--- config.mk ---
export PLATFORM = sky130hd
export DESIGN_NAME = smn_host
export DESIGN_NICKNAME = d
export VERILOG_FILES = /design/src/smn_pkg.sv /design/src/smn_fifo.sv /design/src/smn_host.sv
export SDC_FILE = /design/constraint.sdc
export NUM_CORES = 1
export LEC_CHECK = 0
export ABC_AREA = 1
export BUFFER_PORTS_ARGS = -buffer_cell sky130_fd_sc_hd__buf_2
export CORE_UTILIZATION = 62
export CTS_BUF_LIST = sky130_fd_sc_hd__clkbuf_8
export CTS_CLUSTER_SIZE = 40
export DETAILED_ROUTE_END_ITERATION = 12
export PLACE_DENSITY = 0.81
export SYNTH_ARGS = -nofsm -noshare
export SYNTH_HDL_FRONTEND = slang
export SYNTH_SLANG_ARGS = --single-unit
--- constraint.sdc ---
create_clock -name clk_in -period 2.1 [get_ports clk_in]
set_input_delay 0.42 -clock clk_in [delete_from_list [all_inputs] [get_ports clk_in]]
set_output_delay 0.42 -clock clk_in [all_outputs]
set_load 0.005 [all_outputs]
--- src/smn_pkg.sv ---
// Constants shared by the switch-port MAC host and its FIFO
`default_nettype none
package smn_pkg;
	localparam int NIB_W = 4;
	localparam int FIFO_DEPTH = 32;
	// FIFO word layout: {last, error, nibble}
	localparam int WORD_W = NIB_W + 2;
	localparam int W_ERR = NIB_W;
	localparam int W_LAST = NIB_W + 1;
	localparam int SER_BIT = 0;
	localparam logic [NIB_W-1:0] NIB_ZERO = 4'h0;
	localparam logic [WORD_W-1:0] WORD_ZERO = 6'h00;
	localparam logic [1:0] SYNC_ZERO = 2'h0;
	localparam logic [2*NIB_W-1:0] DSYNC_ZERO = 8'h00;
	typedef enum logic [1:0] {SMN_TX_IDLE, SMN_TX_SEND, SMN_TX_STOP} smn_tx_state_t;
endpackage : smn_pkg
`default_nettype wire

--- src/smn_fifo.sv ---
// Synchronous FIFO with valid/ready on both sides
`default_nettype none
module smn_fifo #(
	parameter int WIDTH = 6,
	parameter int DEPTH = 32
) (
	input  wire logic             clk_in,
	input  wire logic             rst_in,
	input  wire logic             ce_in,
	input  wire logic             in_valid_in,
	output logic                  in_ready_out,
	input  wire logic [WIDTH-1:0] in_data_in,
	output logic                  out_valid_out,
	input  wire logic             out_ready_in,
	output logic      [WIDTH-1:0] out_data_out
);
	import smn_pkg::*;
	localparam int AW = $clog2(DEPTH);
	typedef struct packed {
		logic [DEPTH-1:0][WIDTH-1:0] mem;
		logic [AW:0]                 wr_ptr;
		logic [AW:0]                 rd_ptr;
	} smn_fifo_state_t;
	smn_fifo_state_t s;
	smn_fifo_state_t next_s;
	logic full;
	logic empty;
	always_comb
	begin
		// Extra pointer bit tells full from empty
		empty = (s.wr_ptr == s.rd_ptr);
		full = (s.wr_ptr[AW-1:0] == s.rd_ptr[AW-1:0]) && (s.wr_ptr[AW] != s.rd_ptr[AW]);
		in_ready_out = !full && ce_in;
		out_valid_out = !empty && ce_in;
		out_data_out = s.mem[s.rd_ptr[AW-1:0]];
		next_s = s;
		if (in_valid_in && in_ready_out)
		begin
			next_s.mem[s.wr_ptr[AW-1:0]] = in_data_in;
			next_s.wr_ptr = s.wr_ptr + 1'b1;
		end
		if (out_valid_out && out_ready_in)
			next_s.rd_ptr = s.rd_ptr + 1'b1;
	end
	always_ff @(posedge clk_in)
	begin
		if (rst_in)
		begin
			s.mem <= '0;
			s.wr_ptr <= '0;
			s.rd_ptr <= '0;
		end
		else if (ce_in)
			s <= next_s;
	end
endmodule // smn_fifo
`default_nettype wire

--- src/smn_host.sv ---
// External MAC end of the switch-MAC nibble/serial link (switch in PHY mode)
//
// Behaviour
// - Nibble mode moves four unencoded bits per clock each way.
// - Sender qualifies nibbles with enable and error; receiver gets valid and error.
// - External MAC facing switch PHY mode keeps its receive-error input low.
// - External PHY facing switch MAC mode keeps its transmit-error input low.
// - MAC mode: switch sends on receive-named pins, takes frames on transmit pins.
// - PHY mode: MAC drives transmit enable, error, data; switch drives rest and clocks.
// - Two switches link back to back, PHY mode to MAC mode, crossed mapping.
// - Serial mode moves one unencoded bit per clock each way.
// - Serial mode uses data bit 0; carrier on receive valid pin; collision pin.
// - Serial transmitter asserts enable while data valid; receiver marks valid data.
`default_nettype none
module smn_host (
	input  wire logic                        clk_in,
	input  wire logic                        rst_in,
	input  wire logic                        ce_in,
	input  wire logic                        serial_mode_in,
	input  wire logic                        tx_valid_in,
	output logic                             tx_ready_out,
	input  wire logic [smn_pkg::NIB_W-1:0]   tx_data_in,
	input  wire logic                        tx_error_in,
	input  wire logic                        tx_last_in,
	output logic                             rx_valid_out,
	output logic      [smn_pkg::NIB_W-1:0]   rx_data_out,
	output logic                             rx_end_out,
	output logic                             carrier_out,
	output logic                             collision_out,
	output logic                             tx_busy_out,
	input  wire logic                        swif_tx_clock_in,
	output logic                             swif_tx_enable_out,
	output logic                             swif_tx_error_out,
	output logic      [smn_pkg::NIB_W-1:0]   swif_tx_nibble_out,
	input  wire logic                        swif_rx_clock_in,
	input  wire logic                        swif_rx_valid_in,
	input  wire logic [smn_pkg::NIB_W-1:0]   swif_rx_nibble_in,
	input  wire logic                        swif_collision_in,
	input  wire logic                        swif_carrier_sense_in
);
	import smn_pkg::*;

	typedef struct packed {
		logic [1:0]          txc_sync;
		logic                txc_prev;
		logic [1:0]          rxc_sync;
		logic                rxc_prev;
		logic [1:0]          rxdv_sync;
		logic [2*NIB_W-1:0]  rxd_sync;
		logic [1:0]          col_sync;
		logic [1:0]          crs_sync;
		smn_tx_state_t       tx_state;
		logic                tx_en;
		logic                tx_err;
		logic [NIB_W-1:0]    tx_nib;
		logic                rx_in_frame;
		logic                rx_valid;
		logic [NIB_W-1:0]    rx_data;
		logic                rx_end;
		logic                carrier;
		logic                collision;
	} smn_host_state_t;

	smn_host_state_t s;
	smn_host_state_t next_s;

	logic              fifo_valid;
	logic              fifo_pop;
	logic [WORD_W-1:0] fifo_word;
	logic              txc_fall;
	logic              rxc_fall;
	logic              rx_qual;
	logic [NIB_W-1:0]  rx_sample;

	// Outgoing words wait here so the user can run ahead of the slow link clock
	smn_fifo #(
		.WIDTH(WORD_W),
		.DEPTH(FIFO_DEPTH)
	) u_tx_fifo (
		.clk_in        (clk_in),
		.rst_in        (rst_in),
		.ce_in         (ce_in),
		.in_valid_in   (tx_valid_in),
		.in_ready_out  (tx_ready_out),
		.in_data_in    ({tx_last_in, tx_error_in, tx_data_in}),
		.out_valid_out (fifo_valid),
		.out_ready_in  (fifo_pop),
		.out_data_out  (fifo_word)
	);

	always_comb
	begin
		next_s = s;
		// Pins are asynchronous to clk_in: two flops before any use
		next_s.txc_sync = {s.txc_sync[0], swif_tx_clock_in};
		next_s.rxc_sync = {s.rxc_sync[0], swif_rx_clock_in};
		next_s.rxdv_sync = {s.rxdv_sync[0], swif_rx_valid_in};
		next_s.rxd_sync = {s.rxd_sync[NIB_W-1:0], swif_rx_nibble_in};
		next_s.col_sync = {s.col_sync[0], swif_collision_in};
		next_s.crs_sync = {s.crs_sync[0], swif_carrier_sense_in};
		next_s.txc_prev = s.txc_sync[1];
		next_s.rxc_prev = s.rxc_sync[1];
		// Falling edges: mid-cell, far from where the switch launches or samples
		txc_fall = s.txc_prev && !s.txc_sync[1];
		rxc_fall = s.rxc_prev && !s.rxc_sync[1];
		rx_qual = s.rxdv_sync[1];
		rx_sample = s.rxd_sync[2*NIB_W-1:NIB_W];
		fifo_pop = 1'b0;
		next_s.rx_valid = 1'b0;
		next_s.rx_end = 1'b0;

		// Serial mode: carrier comes on the receive-valid pin
		next_s.carrier = serial_mode_in ? rx_qual : s.crs_sync[1];
		next_s.collision = s.col_sync[1];

		// Receive: data taken only while the switch marks it valid
		// No receive-error pin: the switch never drives one in PHY mode
		if (rxc_fall)
		begin
			if (rx_qual)
			begin
				next_s.rx_in_frame = 1'b1;
				next_s.rx_valid = 1'b1;
				if (serial_mode_in)
					next_s.rx_data = {{(NIB_W-1){1'b0}}, rx_sample[SER_BIT]};
				else
					next_s.rx_data = rx_sample;
			end
			else if (s.rx_in_frame)
			begin
				next_s.rx_in_frame = 1'b0;
				next_s.rx_end = 1'b1;
			end
		end

		// Transmit: one word per link clock, launched on the falling edge
		if (txc_fall)
		begin
			case (s.tx_state)
				SMN_TX_IDLE:
				begin
					next_s.tx_en = 1'b0;
					next_s.tx_err = 1'b0;
					next_s.tx_nib = NIB_ZERO;
					if (fifo_valid)
					begin
						fifo_pop = 1'b1;
						next_s.tx_en = 1'b1;
						next_s.tx_err = fifo_word[W_ERR];
						next_s.tx_nib = serial_mode_in
							? {{(NIB_W-1){1'b0}}, fifo_word[SER_BIT]}
							: fifo_word[NIB_W-1:0];
						next_s.tx_state = fifo_word[W_LAST] ? SMN_TX_STOP : SMN_TX_SEND;
					end
				end
				SMN_TX_SEND:
				begin
					if (fifo_valid)
					begin
						fifo_pop = 1'b1;
						next_s.tx_err = fifo_word[W_ERR];
						next_s.tx_nib = serial_mode_in
							? {{(NIB_W-1){1'b0}}, fifo_word[SER_BIT]}
							: fifo_word[NIB_W-1:0];
						if (fifo_word[W_LAST])
							next_s.tx_state = SMN_TX_STOP;
					end
					else
					begin
						// Underrun cannot be hidden: flag it and close the frame
						next_s.tx_err = 1'b1;
						next_s.tx_nib = NIB_ZERO;
						next_s.tx_state = SMN_TX_STOP;
					end
				end
				SMN_TX_STOP:
				begin
					next_s.tx_en = 1'b0;
					next_s.tx_err = 1'b0;
					next_s.tx_nib = NIB_ZERO;
					next_s.tx_state = SMN_TX_IDLE;
				end
				default:
				begin
					next_s.tx_en = 1'b0;
					next_s.tx_err = 1'b0;
					next_s.tx_nib = NIB_ZERO;
					next_s.tx_state = SMN_TX_IDLE;
				end
			endcase
		end

		// MAC end of a PHY-mode port; a MAC-mode switch needs the crossed pins
		// Same pin groups would serve the PHY-only transceiver port
		swif_tx_enable_out = s.tx_en;
		swif_tx_error_out = s.tx_err;
		swif_tx_nibble_out = s.tx_nib;
		rx_valid_out = s.rx_valid;
		rx_data_out = s.rx_data;
		rx_end_out = s.rx_end;
		carrier_out = s.carrier;
		collision_out = s.collision;
		tx_busy_out = (s.tx_state != SMN_TX_IDLE);
	end

	always_ff @(posedge clk_in)
	begin
		if (rst_in)
		begin
			s.txc_sync <= SYNC_ZERO;
			s.txc_prev <= 1'b0;
			s.rxc_sync <= SYNC_ZERO;
			s.rxc_prev <= 1'b0;
			s.rxdv_sync <= SYNC_ZERO;
			s.rxd_sync <= DSYNC_ZERO;
			s.col_sync <= SYNC_ZERO;
			s.crs_sync <= SYNC_ZERO;
			s.tx_state <= SMN_TX_IDLE;
			s.tx_en <= 1'b0;
			s.tx_err <= 1'b0;
			s.tx_nib <= NIB_ZERO;
			s.rx_in_frame <= 1'b0;
			s.rx_valid <= 1'b0;
			s.rx_data <= NIB_ZERO;
			s.rx_end <= 1'b0;
			s.carrier <= 1'b0;
			s.collision <= 1'b0;
		end
		else if (ce_in)
			s <= next_s;
	end
endmodule // smn_host
`default_nettype wire

==> flow_summary.toml <==
[run_status]
outcome = "complete, no violations"

[place]
io_buffers = 35
hpwl_mm = 18.6
place_ws_ps = 29.4
gp_congestion = 0.978
dp_cells = 1722

[global_route]
busiest_layer = "met2"
gr-total-overflow = 0
grt_pass1_wl_mm = 46.3
grt_use_total_pct = 31.8
grt_use_met1_pct = 42.4
antenna_found_initial = 0
grt_pass1_vias = 9241
grt_use_met2_pct = 51.2
grtUsageMet3_pct = 5.54
grt_max_degree = 99

[logic_synthesis]
synth_cells = 1548
synth_edf_count = 0
yosysTopAreaCell = "dfxtp_1"
ys_ff_latch = 241
netlist_area_um2 = 11100
async_reset_ff_share_pct = 0
synth_nets = 1573
synth_cell_types = 33
avgSynthCellArea_um2 = 7.16
synth_top_area_share_pct = 43.6
synth_area_leaders = "dfxtp_1, a21oi_1, nand2_1"
seq_area_frac_synth_pct = 43.6
synth_flop_cell = "dfxtp_1"
yosys_warnings = 0

[routing]
drt_iter0_drc = 1148
vias = 10400
routed_wl_mm = 29.3
drc = 0
wl_per_cell_um = 16.5
drt_pre_antenna_iters = 7
viasPerCell = 5.86
antenna_left = 0

[worst_setup_path]
max_stage_delay_ps = 370
critPathKind = "reg2out"
arrival_ps = 1620
cp_max_fo = 5
worst_setup_path_end_kind = "output port"
path_cells = "inv_2 -> nand2_1 -> nand2_1 -> nor2_2 -> nand4_1 -> and2_4 -> buf_6"
cp.required_ps = 1680
cpMostUsedCell = "nand2_1"
startpoint_type = "flip-flop"
critical_path.top_delay_family = "simple AND/OR/NAND/NOR gates"
crit_buf_inv = 2
crit_slowest_cell = "dfxtp_4"

[power]
power_mw = 9.01
leakage_nw = 4.38
max-vdd-ir-drop_uv = 724
power_density_nw_per_um2 = 749

[timing]
finalSetupViolCount = 0
tightestPinTransition_ps = 609
hold_viol_final = 0
layout_setup_ws_ps = 63.6
slew_violations = 0
hold_slack_ps = 128
rsz0062_at_grt = "yes"
period_minus_slack_ps = 2040
worst_clock_skew_ps = 19.7
max_slew_margin_pct = 59.1
max_freq_mhz = 491
final.period_utilization_pct = 97.0

[layout]
finalNonFillerCells = 1783
fin_util_pct = 69.3
drive_above_1_share_pct = 10.8
n_antenna_cell = 0
fin_nets = 1565
fill_cells = 1467
area_growth_pct = 8.61

[die]
die_area_um2 = 18400
core.rowCount = 48
io_pins = 36
initial_utilization_pct = 63.8
die_y_um = 136
die_w_um = 136
core_um2 = 17400

[clock_network]
clk_latency_ps = 530
cts-root-buf = "clkbuf_8"
cts_buffers = 39
cts.sinks = 241
path_clk_slew_ps = 60
h-tree-depth = 2
clock_path_buffers = 3
cts_tree = "built"

[job]
maxCapViolations = 0

[hold_path]
hold_path_class = "in2reg"
-- where the power goes --
group	internal [mW]	switching (mW)
combinational	0.186	0.458
clock	1.99	1.74
sequential	4.61	0.0281
total	6.79	2.22
-- metrics by stage --
| stage | setup TNS (ps) | area, um2 |
|---|---|---|
| global route | -43.3 | 12000 |
| finish | 0 | 12000 |
| floorplan | 0 | 11100 |
| detailed placement | 0 | 11300 |
| CTS | 0 | 12000 |
| global placement | 0 | 11300 |
-- tightest hold or removal path, cell delays in order --
cell	delay, ps
buf_2	70
nor2_1	30
nor2_1	80
-- state kept, by name (all words and copies together), names as in the netlist --
register	cells
u_tx_fifo.s	204
next_s	12
s	6
rx_data_out	4
rx_sample	4
swif_tx_nibble_out	4
carrier_out	1
collision_out	1
rx_end_out	1
rx_qual	1
rx_valid_out	1
swif_tx_enable_out	1
swif_tx_error_out	1
-- path summary, 6_finish.rpt --
path / from / endpoint / slack (ps) / cells after the start
worst max-delay path: u_tx_fifo.s[9] / tx_ready_out / 60 / 7
worst min-delay path: swif_rx_clock_in / next_s[33] / 130 / 3
worst min register to register: u_tx_fifo.s[156] / u_tx_fifo.s[156] / 440 / 2
worst max register to register: u_tx_fifo.s[0] / s[16] / 130 / 12
-- per-layer routing --
layer	part of all wire (%)	wire [um]	up-vias
met5	0	0	-
met4	2.8	819	0
met3	7.9	2310	67
met2	46	13500	437
met1	43	12700	4800
li1	-	-	5145
-- synthesized netlist by cell type (2+ instances only) --
library cell / n
a21oi_1: 259
dfxtp_1: 241
nand2_1: 240
nand3_1: 155
o21ai_0: 152
inv_1: 133
nor2_1: 101
clkbuf_1: 52
o21ai_1: 46
o211ai_1: 28
nand2_2: 22
buf_1: 19
buf_4: 17
buf_2: 16
buf_6: 15
nand4_1: 14
nand2_4: 10
ha_1: 5
inv_2: 4
o22ai_1: 3
a31oi_1: 2
clkinv_1: 2
xnor2_1: 2
-- area by class of cell --
type	count	area, um2	area share (%)
multi-input cells	1047	5070	42.1
inverters	140	539	4.48
repair buffers	71	601	4.99
clock inverters	12	45.0	0.374
well taps	225	282	2.34
clock buffers	47	647	5.38
flip-flops and latches	241	4850	40.3
-- cells in the final DEF (no fill, tap or decap), types with 2 or more instances in the layout --
cell and instances:
a21oi_1 259, a31oi_1 2, buf_12 11, buf_2 34, buf_4 23, buf_6 2, clkbuf_8 47, clkinv_1 2
dfxtp_1 234, dfxtp_4 6, ha_1 5, inv_1 143, inv_2 5, nand2_1 239, nand2_2 23, nand2_4 10
nand3_1 155, nand4_1 14, nor2_1 100, nor2_2 2, o211ai_1 28, o21ai_0 152, o21ai_1 46, o22ai_1 3
xnor2_1 2
-- logic make-up after synthesis --
| group | after synthesis | synth area share, % |
|---|---|---|
| xor gates and xnor gates | 3 | 0.237 |
| adders and majority gates | 5 | 0.565 |
| AOI/OAI and AO/OA | 492 | 23.0 |
| and+or+nand+nor | 547 | 21.9 |
| buffers and inverters | 260 | 10.8 |
| DFF | 241 | 43.6 |
-- what timing repair did --
| action | CTS | global route |
|---|---|---|
| gates resized for setup | 7 | 15 |
| hold buffers | 0 | 0 |
| pin swaps | 1 | 2 |
| setup buffers | 0 | 2 |
| endpoints found under the setup margin | 1 | 95 |
Note: power is estimated with default switching activity, not from simulation.
